### src/core/ubm_pkg.sv
package ubm_pkg;

    // Register offsets of the break matcher, byte addresses on Wishbone
    localparam logic [7:0] OFS_ADDR_HIGH = 8'h00;
    localparam logic [7:0] OFS_ADDR_LOW  = 8'h04;
    localparam logic [7:0] OFS_MASK_HIGH = 8'h08;
    localparam logic [7:0] OFS_MASK_LOW  = 8'h0C;
    localparam logic [7:0] OFS_CYC_SEL   = 8'h10;
    localparam logic [7:0] OFS_STATUS    = 8'h14;

    // Register offsets of the interrupt controller end
    localparam logic [7:0] OFS_LEVEL     = 8'h00;
    localparam logic [7:0] OFS_CSTAT     = 8'h04;

    // Field positions inside break_cycle_select
    localparam int SEL_SRC_LO  = 6;
    localparam int SEL_FD_LO   = 4;
    localparam int SEL_DIR_LO  = 2;
    localparam int SEL_SIZE_LO = 0;

    // Select codes; in a pair bit 0 picks the first kind, bit 1 the second; the size field is a plain code
    localparam logic [1:0] SEL_NONE  = 2'h0;
    localparam logic [1:0] SIZE_ANY  = 2'h0;
    localparam logic [1:0] SIZE_BYTE = 2'h1;
    localparam logic [1:0] SIZE_WORD = 2'h2;
    localparam logic [1:0] SIZE_LONG = 2'h3;

    // Reset values
    localparam logic [15:0] RST_HALF  = 16'h0000;
    localparam logic [7:0]  RST_SEL   = 8'h00;
    localparam logic [3:0]  RST_LEVEL = 4'hF;

    // Priority of the user break and the highest mask level
    localparam logic [3:0] BREAK_PRIO = 4'hF;
    localparam logic [3:0] LEVEL_TOP  = 4'hF;

    // Byte distance between the two instructions of a paired fetch
    localparam logic [31:0] INST_STEP = 32'h00000002;

    typedef enum logic [3:0] {
        DST_IDLE  = 4'h1,
        DST_ARMED = 4'h2,
        DST_DEFER = 4'h4,
        DST_REQ   = 4'h8
    } ubm_dstate_t;

    typedef enum logic [2:0] {
        CST_IDLE = 3'h1,
        CST_WAIT = 3'h2,
        CST_TAKE = 3'h4
    } ubm_cstate_t;

endpackage : ubm_pkg

### src/core/ubm_link_if.sv
`timescale 1ns/1ps
`default_nettype none
interface ubm_link_if;
    logic        brk_req;
    logic [31:0] brk_pc;
    logic        brk_odd;
    logic        brk_ack;

    modport dev (
        output brk_req,
        output brk_pc,
        output brk_odd,
        input  brk_ack
    );

    modport ctl (
        input  brk_req,
        input  brk_pc,
        input  brk_odd,
        output brk_ack
    );
endinterface : ubm_link_if
`default_nettype wire

### src/core/ubm_matcher.sv
// Operation
// - Any source, fetch/data or direction pair at 00 blocks breaks.
// - Full match raises user break request.
// - Controller accepts priority 15 at level <=14.
// - Masked request stays pending, never dropped.
// - NMI sets mask level to 15.
// - Paired fetch matches each instruction separately.
// - Fetch break precedes instruction; saves break address.
// - Non-interruptible match defers to next instruction.
// - Data break saves next-instruction address.
// - Fetch with write-only never breaks.
// - Odd fetch match flagged behind address error.
// - Word data break at odd address never fires.
// - DMA with fetch-only never breaks.
// - Select encoding decodes to fixed cycle kinds.
// - Address is high half above low half.
// - Paired second match survives register rewrite.
// - Taken branch overrun-fetches two, executes target.
// - Controller forwards accepted break to processor.
// - Set mask bit excludes address bit.
// - Pairs: 01 first, 10 second, 11 both.
// - Size field 00 any, byte, word, long.
// - Overrun fetch match breaks there immediately.
//
// The address map and register access over Wishbone were chosen for this implementation.
`timescale 1ns/1ps
`default_nettype none
module ubm_matcher (
    // Clock and reset
    input  wire logic        clk_i,
    input  wire logic        nrst_i,
    // Wishbone slave
    input  wire logic        wb_cyc_i,
    input  wire logic        wb_stb_i,
    input  wire logic        wb_we_i,
    input  wire logic [7:0]  wb_adr_i,
    input  wire logic [3:0]  wb_sel_i,
    input  wire logic [31:0] wb_dat_i,
    output logic      [31:0] wb_dat_o,
    output logic             wb_ack_o,
    // Observed bus cycle
    input  wire logic        cyc_done_i,
    input  wire logic [31:0] cyc_addr_i,
    input  wire logic        cyc_dma_i,
    input  wire logic        cyc_fetch_i,
    input  wire logic        cyc_write_i,
    input  wire logic [1:0]  cyc_size_i,
    input  wire logic        cyc_pair_i,
    input  wire logic        cyc_overrun_i,
    // Processor execution
    input  wire logic        exec_start_i,
    input  wire logic [31:0] exec_addr_i,
    input  wire logic        exec_irq_ok_i,
    input  wire logic [31:0] exec_next_pc_i,
    // Link to the interrupt controller
    ubm_link_if.dev          link
);

    typedef struct packed {
        logic [15:0]         addr_hi;
        logic [15:0]         addr_lo;
        logic [15:0]         mask_hi;
        logic [15:0]         mask_lo;
        logic [7:0]          cyc_sel;
        logic                ack;
        logic [31:0]         rdata;
        ubm_pkg::ubm_dstate_t st;
        logic [31:0]         arm_addr;
        logic                req;
        logic [31:0]         pc;
        logic                odd;
    } ubm_mstate_t;

    ubm_mstate_t s;
    ubm_mstate_t next_s;

    logic [31:0] brk_addr;
    logic [31:0] brk_mask;
    logic [1:0]  sel_src;
    logic [1:0]  sel_fd;
    logic [1:0]  sel_dir;
    logic [1:0]  sel_size;
    logic [1:0]  eff_size;
    logic        kind_ok;
    logic        data_odd;
    logic [31:0] slot_addr [2];
    logic [1:0]  slot_hit;
    logic [31:0] hit_addr;

    assign brk_addr = {s.addr_hi, s.addr_lo};
    assign brk_mask = {s.mask_hi, s.mask_lo};
    assign sel_src  = s.cyc_sel[ubm_pkg::SEL_SRC_LO +: 2];
    assign sel_fd   = s.cyc_sel[ubm_pkg::SEL_FD_LO +: 2];
    assign sel_dir  = s.cyc_sel[ubm_pkg::SEL_DIR_LO +: 2];
    assign sel_size = s.cyc_sel[ubm_pkg::SEL_SIZE_LO +: 2];

    // Fetches count as word accesses whatever the bus width
    assign eff_size = cyc_fetch_i ? ubm_pkg::SIZE_WORD : cyc_size_i;

    // A 00 source, fetch/data or direction pair has neither bit set and so never passes
    assign kind_ok = (cyc_dma_i   ? sel_src[1] : sel_src[0])
                   & (cyc_fetch_i ? sel_fd[0]  : sel_fd[1])
                   & (cyc_write_i ? sel_dir[1] : sel_dir[0])
                   & ((sel_size == ubm_pkg::SIZE_ANY) | (sel_size == eff_size));

    // Word data never sits at an odd address, so such a cycle cannot match
    assign data_odd = ~cyc_fetch_i & (cyc_size_i == ubm_pkg::SIZE_WORD)
                    & cyc_addr_i[0];

    // Slot 1 is the second instruction of a 32-bit on-chip fetch
    genvar gi;
    generate
        for (gi = 0; gi < 2; gi++) begin : g_slot
            assign slot_addr[gi] = (gi == 0) ? cyc_addr_i
                                 : cyc_addr_i + ubm_pkg::INST_STEP;
            assign slot_hit[gi] = cyc_done_i & kind_ok & ~data_odd
                & (((slot_addr[gi] ^ brk_addr) & ~brk_mask) == 32'h00000000)
                & ((gi == 0) | (cyc_fetch_i & cyc_pair_i));
        end
    endgenerate

    assign hit_addr = slot_hit[0] ? slot_addr[0] : slot_addr[1];

    function automatic logic [15:0] merge16(input logic [15:0] old,
                                            input logic [31:0] wd,
                                            input logic [3:0]  sel);
        logic [15:0] r;
        r = old;
        if (sel[0]) begin
            r[7:0] = wd[7:0];
        end
        if (sel[1]) begin
            r[15:8] = wd[15:8];
        end
        return r;
    endfunction : merge16

    always_comb begin
        next_s     = s;
        next_s.ack = 1'b0;
        if (wb_cyc_i && wb_stb_i && !s.ack) begin
            next_s.ack   = 1'b1;
            next_s.rdata = 32'h00000000;
            case (wb_adr_i)
                ubm_pkg::OFS_ADDR_HIGH: begin
                    next_s.rdata[15:0] = s.addr_hi;
                    if (wb_we_i) begin
                        next_s.addr_hi = merge16(s.addr_hi, wb_dat_i, wb_sel_i);
                    end
                end
                ubm_pkg::OFS_ADDR_LOW: begin
                    next_s.rdata[15:0] = s.addr_lo;
                    if (wb_we_i) begin
                        next_s.addr_lo = merge16(s.addr_lo, wb_dat_i, wb_sel_i);
                    end
                end
                ubm_pkg::OFS_MASK_HIGH: begin
                    next_s.rdata[15:0] = s.mask_hi;
                    if (wb_we_i) begin
                        next_s.mask_hi = merge16(s.mask_hi, wb_dat_i, wb_sel_i);
                    end
                end
                ubm_pkg::OFS_MASK_LOW: begin
                    next_s.rdata[15:0] = s.mask_lo;
                    if (wb_we_i) begin
                        next_s.mask_lo = merge16(s.mask_lo, wb_dat_i, wb_sel_i);
                    end
                end
                ubm_pkg::OFS_CYC_SEL: begin
                    // Bits 15..8 are reserved and read as zero
                    next_s.rdata[7:0] = s.cyc_sel;
                    if (wb_we_i && wb_sel_i[0]) begin
                        next_s.cyc_sel = wb_dat_i[7:0];
                    end
                end
                ubm_pkg::OFS_STATUS: begin
                    next_s.rdata[3:0] = s.st;
                    next_s.rdata[4]   = s.req;
                end
                default: begin
                    next_s.rdata = 32'h00000000;
                end
            endcase
        end

        case (s.st)
            ubm_pkg::DST_IDLE: begin
                if (slot_hit[0] && !cyc_fetch_i) begin
                    next_s.req = 1'b1;
                    next_s.pc  = exec_next_pc_i;
                    next_s.odd = 1'b0;
                    next_s.st  = ubm_pkg::DST_REQ;
                end else if (slot_hit != 2'h0 && cyc_overrun_i) begin
                    // Overrun instructions never execute, so break now
                    next_s.req = 1'b1;
                    next_s.pc  = hit_addr;
                    next_s.odd = hit_addr[0];
                    next_s.st  = ubm_pkg::DST_REQ;
                end else if (slot_hit != 2'h0) begin
                    // Address is kept so a later rewrite cannot cancel it
                    next_s.arm_addr = hit_addr;
                    next_s.odd      = hit_addr[0];
                    next_s.st       = ubm_pkg::DST_ARMED;
                end
            end
            ubm_pkg::DST_ARMED: begin
                if (exec_start_i && exec_addr_i == s.arm_addr) begin
                    if (exec_irq_ok_i) begin
                        next_s.req = 1'b1;
                        next_s.pc  = s.arm_addr;
                        next_s.st  = ubm_pkg::DST_REQ;
                    end else begin
                        next_s.st  = ubm_pkg::DST_DEFER;
                    end
                end
            end
            ubm_pkg::DST_DEFER: begin
                if (exec_start_i && exec_irq_ok_i) begin
                    next_s.req = 1'b1;
                    next_s.pc  = exec_addr_i;
                    next_s.st  = ubm_pkg::DST_REQ;
                end
            end
            ubm_pkg::DST_REQ: begin
                // Request holds until the controller takes it
                if (link.brk_ack) begin
                    next_s.req = 1'b0;
                    next_s.st  = ubm_pkg::DST_IDLE;
                end
            end
            default: begin
                next_s.req = 1'b0;
                next_s.st  = ubm_pkg::DST_IDLE;
            end
        endcase
    end

    always_ff @(posedge clk_i or negedge nrst_i) begin
        if (!nrst_i) begin
            s.addr_hi  <= ubm_pkg::RST_HALF;
            s.addr_lo  <= ubm_pkg::RST_HALF;
            s.mask_hi  <= ubm_pkg::RST_HALF;
            s.mask_lo  <= ubm_pkg::RST_HALF;
            s.cyc_sel  <= ubm_pkg::RST_SEL;
            s.ack      <= 1'b0;
            s.rdata    <= 32'h00000000;
            s.st       <= ubm_pkg::DST_IDLE;
            s.arm_addr <= 32'h00000000;
            s.req      <= 1'b0;
            s.pc       <= 32'h00000000;
            s.odd      <= 1'b0;
        end else begin
            s <= next_s;
        end
    end

    assign wb_dat_o     = s.rdata;
    assign wb_ack_o     = s.ack;
    assign link.brk_req = s.req;
    assign link.brk_pc  = s.pc;
    assign link.brk_odd = s.odd;

endmodule : ubm_matcher
`default_nettype wire

### src/flat_wrapper.sv
// flat-port wrapper written by rule: the top's interface ports become plain ports
module ubm_matcher_flat 
  (clk_i, nrst_i, wb_cyc_i, wb_stb_i, wb_we_i, wb_adr_i, wb_sel_i, wb_dat_i, wb_dat_o, wb_ack_o, cyc_done_i, cyc_addr_i, cyc_dma_i, cyc_fetch_i, cyc_write_i, cyc_size_i, cyc_pair_i, cyc_overrun_i, exec_start_i, exec_addr_i, exec_irq_ok_i, exec_next_pc_i, link_brk_req, link_brk_pc, link_brk_odd, link_brk_ack);
  ubm_link_if link_i ();
  input  wire logic clk_i;
  input  wire logic nrst_i;
  input  wire logic wb_cyc_i;
  input  wire logic wb_stb_i;
  input  wire logic wb_we_i;
  input  wire logic [7:0] wb_adr_i;
  input  wire logic [3:0] wb_sel_i;
  input  wire logic [31:0] wb_dat_i;
  output logic      [31:0] wb_dat_o;
  output logic wb_ack_o;
  input  wire logic cyc_done_i;
  input  wire logic [31:0] cyc_addr_i;
  input  wire logic cyc_dma_i;
  input  wire logic cyc_fetch_i;
  input  wire logic cyc_write_i;
  input  wire logic [1:0] cyc_size_i;
  input  wire logic cyc_pair_i;
  input  wire logic cyc_overrun_i;
  input  wire logic exec_start_i;
  input  wire logic [31:0] exec_addr_i;
  input  wire logic exec_irq_ok_i;
  input  wire logic [31:0] exec_next_pc_i;
  output wire logic [$bits(link_i.brk_req)-1:0] link_brk_req;
  output wire logic [$bits(link_i.brk_pc)-1:0] link_brk_pc;
  output wire logic [$bits(link_i.brk_odd)-1:0] link_brk_odd;
  input wire logic [$bits(link_i.brk_ack)-1:0] link_brk_ack;
  assign link_brk_req = link_i.brk_req;
  assign link_brk_pc = link_i.brk_pc;
  assign link_brk_odd = link_i.brk_odd;
  assign link_i.brk_ack = link_brk_ack;
  ubm_matcher u_core (.clk_i(clk_i), .nrst_i(nrst_i), .wb_cyc_i(wb_cyc_i), .wb_stb_i(wb_stb_i), .wb_we_i(wb_we_i), .wb_adr_i(wb_adr_i), .wb_sel_i(wb_sel_i), .wb_dat_i(wb_dat_i), .wb_dat_o(wb_dat_o), .wb_ack_o(wb_ack_o), .cyc_done_i(cyc_done_i), .cyc_addr_i(cyc_addr_i), .cyc_dma_i(cyc_dma_i), .cyc_fetch_i(cyc_fetch_i), .cyc_write_i(cyc_write_i), .cyc_size_i(cyc_size_i), .cyc_pair_i(cyc_pair_i), .cyc_overrun_i(cyc_overrun_i), .exec_start_i(exec_start_i), .exec_addr_i(exec_addr_i), .exec_irq_ok_i(exec_irq_ok_i), .exec_next_pc_i(exec_next_pc_i), .link(link_i));
endmodule
### config.mk
export PLATFORM = sky130hd
export DESIGN_NAME = ubm_matcher_flat
export DESIGN_NICKNAME = d
export VERILOG_FILES = /design/src/core/ubm_pkg.sv /design/src/core/ubm_link_if.sv /design/src/core/ubm_matcher.sv /design/src/flat_wrapper.sv
export SDC_FILE = /design/constraint.sdc
export NUM_CORES = 1
export LEC_CHECK = 0
export BUFFER_PORTS_ARGS = -buffer_cell sky130_fd_sc_hd__buf_2
export CAP_MARGIN = 20
export CORE_ASPECT_RATIO = 0.5
export CORE_MARGIN = 3
export CORE_UTILIZATION = 50
export DETAILED_ROUTE_END_ITERATION = 10
export PLACE_DENSITY = 0.79
export SKIP_LAST_GASP = 1
export SYNTH_ARGS = -nofsm -noshare
export SYNTH_HDL_FRONTEND = slang
export SYNTH_SLANG_ARGS = --single-unit
### constraint.sdc
create_clock -name clk_i -period 3.4 [get_ports clk_i]
set_input_delay 0.68 -clock clk_i [delete_from_list [all_inputs] [get_ports clk_i]]
set_output_delay 0.68 -clock clk_i [all_outputs]
set_load 0.005 [all_outputs]
==> flow_summary.json <==
{
  "die_area_sq_mm": 0.0227,
  "detailedRoute.firstIterationViolations": 1234,
  "cp-start-kind": "input port",
  "drive_gt1_frac": 0.448,
  "hold_viol": 0,
  "layout_commonest_cell": "buf_4",
  "area_growth_syn_to_layout_pct": 33.7,
  "critPathMostFrequentCell": "buf_4",
  "firstDrtPassIters": 6,
  "drt.antenna.violating_nets": 0,
  "powerDensity_mw_per_mm2": 327,
  "end_kind": "flop",
  "dp_hpwl_um": 29800,
  "grt_pass1_wl_um": 56800,
  "insertedDiodeCount": 0,
  "drc": 0,
  "ys_ff_latch": 159,
  "crit_family": "buffers and inverters",
  "initial_core_util": 0.523,
  "drv_slew": 0,
  "critical_path_class": "input port to flop",
  "avgViaCountPerCell": 6.07,
  "max_freq_mhz": 293,
  "synth_edf_count": 0,
  "vias": 9957,
  "finalCriticalPeriod_ns": 3.41,
  "slowest_delay_ns": 0.37,
  "setup_ws_ns": -0.0127,
  "final_nets": 1518,
  "tritoncts_num_sinks": 159,
  "ios": 223,
  "std_cell_rows": 36,
  "grtUsageTotal": 0.331,
  "synthArstFlopShare": 1.00,
  "setup_viol": 1,
  "grt_max_degree": 70,
  "antenna_found_initial": 0,
  "stdcell_count": 1640,
  "overflow": 0,
  "clkLatencyLatePin_ns": 0.45,
  "wl_per_cell_um": 23.8,
  "crit_arrival_ns": 3.74,
  "placedCellCount": 1595,
  "hold_ws_ns": 0.234,
  "yosysUniqueCellTypes": 63,
  "dp_slack_ns": -0.455,
  "drv_cap": 0,
  "crit_required_ns": 3.73,
  "ir_worst_vdd_mv": 0.314,
  "final_core_util": 0.699,
  "worst_pin_slew_ns": 0.676,
  "die_y_um": 108,
  "ys_seq_area_frac": 0.382,
  "fin_skew_ns": 0.0143,
  "synthFlopType": "dfrtp_1",
  "path_clk_slew_ns": 0.07,
  "synth-warning-count": 0,
  "m1WireLength_um": 17300,
  "outcome": "complete, but fails checks",
  "slew_headroom": 0.550,
  "crit_chain": "buf_2 > buf_4 > buf_4 > xnor2_2 > o22ai_1 > nor4_1 > buf_4 > nand3_1 > and4b_1 > buf_4 > buf_12 > nor3_1 > xnor2_1 > buf_4 > o21ai_0 > mux2_4",
  "core_area_sq_mm": 0.0200,
  "wl_met2_um": 17300,
  "violations": "setup timing",
  "highest_layer": "met4",
  "cts_htree_levels": 4,
  "finalCritPeriodShare": 1.00,
  "critPathSlowestCell": "xnor2_1",
  "p_leak_uw": 0.00656,
  "syn_area_sq_mm": 0.0104,
  "met3WireLength_um": 3400,
  "min_path_type": "input port to async pin",
  "wl_um": 39000,
  "die_w_um": 210,
  "cts_tree": "done",
  "clockRootBuffer": "clkbuf_16",
  "synthCells": 1044,
  "grt_pass1_vias": 9544,
  "clockBufferDepth": 2,
  "critPathMaxFanout": 6,
  "numCtsBuffers": 17,
  "portBuffers": 188,
  "critPathBufInv": 7,
  "gp_congestion": 0.990,
  "synth_area_per_cell_sq_um": 9.99,
  "final_cell_mix": "buf_4, buf_2, dfrtp_1",
  "hold_buffers": 0
}
==> synthesized netlist by cell type, drive strengths merged (3+ instances only) <==
cell type | count | area, sq um
and3 | 5 | 31.3
mux2 | 114 | 1280
nor4b | 4 | 35.0
o2111ai | 6 | 52.6
mux2i | 34 | 340
nor2 | 47 | 176
o211ai | 7 | 52.6
inv | 36 | 135
clkbuf | 41 | 154
or3b | 3 | 26.3
nor3 | 26 | 146
mux4 | 12 | 270
a211oi | 3 | 22.5
buf | 81 | 589
dfrtp | 158 | 3950
or4 | 9 | 67.6
nor3b | 4 | 30.0
xor2 | 35 | 307
nand3 | 32 | 160
o31ai | 5 | 37.5
o22ai | 23 | 144
o221ai | 3 | 26.3
and4 | 4 | 35.0
nand2b | 10 | 62.6
a221oi | 3 | 26.3
a2111oi | 3 | 32.5
xnor2 | 76 | 666
nand4 | 19 | 119
nor4 | 22 | 138
a22oi | 15 | 113
o21ai | 41 | 205
and4b | 3 | 30.0
or3 | 9 | 56.3
and2 | 3 | 18.8
a21o | 4 | 30.0
nand2 | 52 | 195
a22o | 25 | 219
o21a | 3 | 22.5
a21oi | 34 | 170
nor2b | 6 | 37.5
a31oi | 6 | 37.5
==> sequential cells by signal (all words and copies together) (netlist names) <==
register and cells:
u_core.link.brk_odd 1, u_core.wb_ack_o 1, u_core.brk_mask 32, u_core.link.brk_req 1
u_core.wb_dat_o 16, u_core.brk_addr 32, u_core.s 44, u_core.link.brk_pc 32
==> through the flow <==
step | total power (uW) | setup TNS (ns) | area, sq um
floorplan | 2220 | -1.55 | 10800
global placement | 2540 | -23.36 | 12900
detailed placement | 2550 | -24.21 | 12900
CTS | 4540 | 0 | 13500
global route | 4690 | -0.0216 | 13900
finish | 4560 | -0.0127 | 13900
==> kinds of logic after synthesis <==
| logic type | count (synthesis) | synth area share |
|---|---|---|
| and+or+nand+nor | 263 | 0.135 |
| other | 1 | 0.000360 |
| muxes | 160 | 0.182 |
| DFF | 159 | 0.382 |
| buffers and inverters | 158 | 0.0842 |
| AOI/OAI and AO/OA | 191 | 0.123 |
| adders and majority gates | 1 | 0.00120 |
| xor gates and xnor gates | 111 | 0.0932 |
==> routing by layer <==
metal	vias up	GRT usage
met5	-	0
met4	0	0.0903
met3	81	0.0620
met2	566	0.506
met1	4942	0.486
li1	4368	-
==> final cells by class <==
| class | instances | area [sq um] |
|---|---|---|
| clock buffers | 20 | 457 |
| clock inverters | 12 | 150 |
| fillers | 1471 | 6010 |
| inverters | 36 | 135 |
| multi-input cells | 742 | 6030 |
| flip-flops and latches | 159 | 3980 |
| well taps | 266 | 333 |
| repair buffers | 405 | 2850 |
==> path summary, 6_finish.rpt <==
kind	from	to	slack (ns)	cells after the start
max	cyc_addr_i[16]	u_core.link.brk_pc[7]	-0.01	16
min	nrst_i	u_core.wb_dat_o[10]	0.23	1
min in group clk_i	u_core.link.brk_odd	u_core.link.brk_odd	0.47	2
max in group asynchronous	nrst_i	u_core.s[66]	2.26	2
max reg2reg	u_core.brk_addr[25]	u_core.link.brk_pc[7]	0.09	14
min reg2reg	u_core.link.brk_odd	u_core.link.brk_odd	0.47	2
==> what timing repair did <==
action | 4_1_cts | 5_1_grt
setup buffers | 0 | 5
gates resized for setup | 0 | 40
endpoints found under the setup margin | 0 | 65
==> power breakdown <==
part	switching, uW	internal, uW	leakage (uW)
clock network	873	1140	0.000292
logic	347	274	0.00420
registers	15.5	1910	0.00207
total	1240	3330	0.00656
No activity file was read; power rests on OpenSTA's default activity.
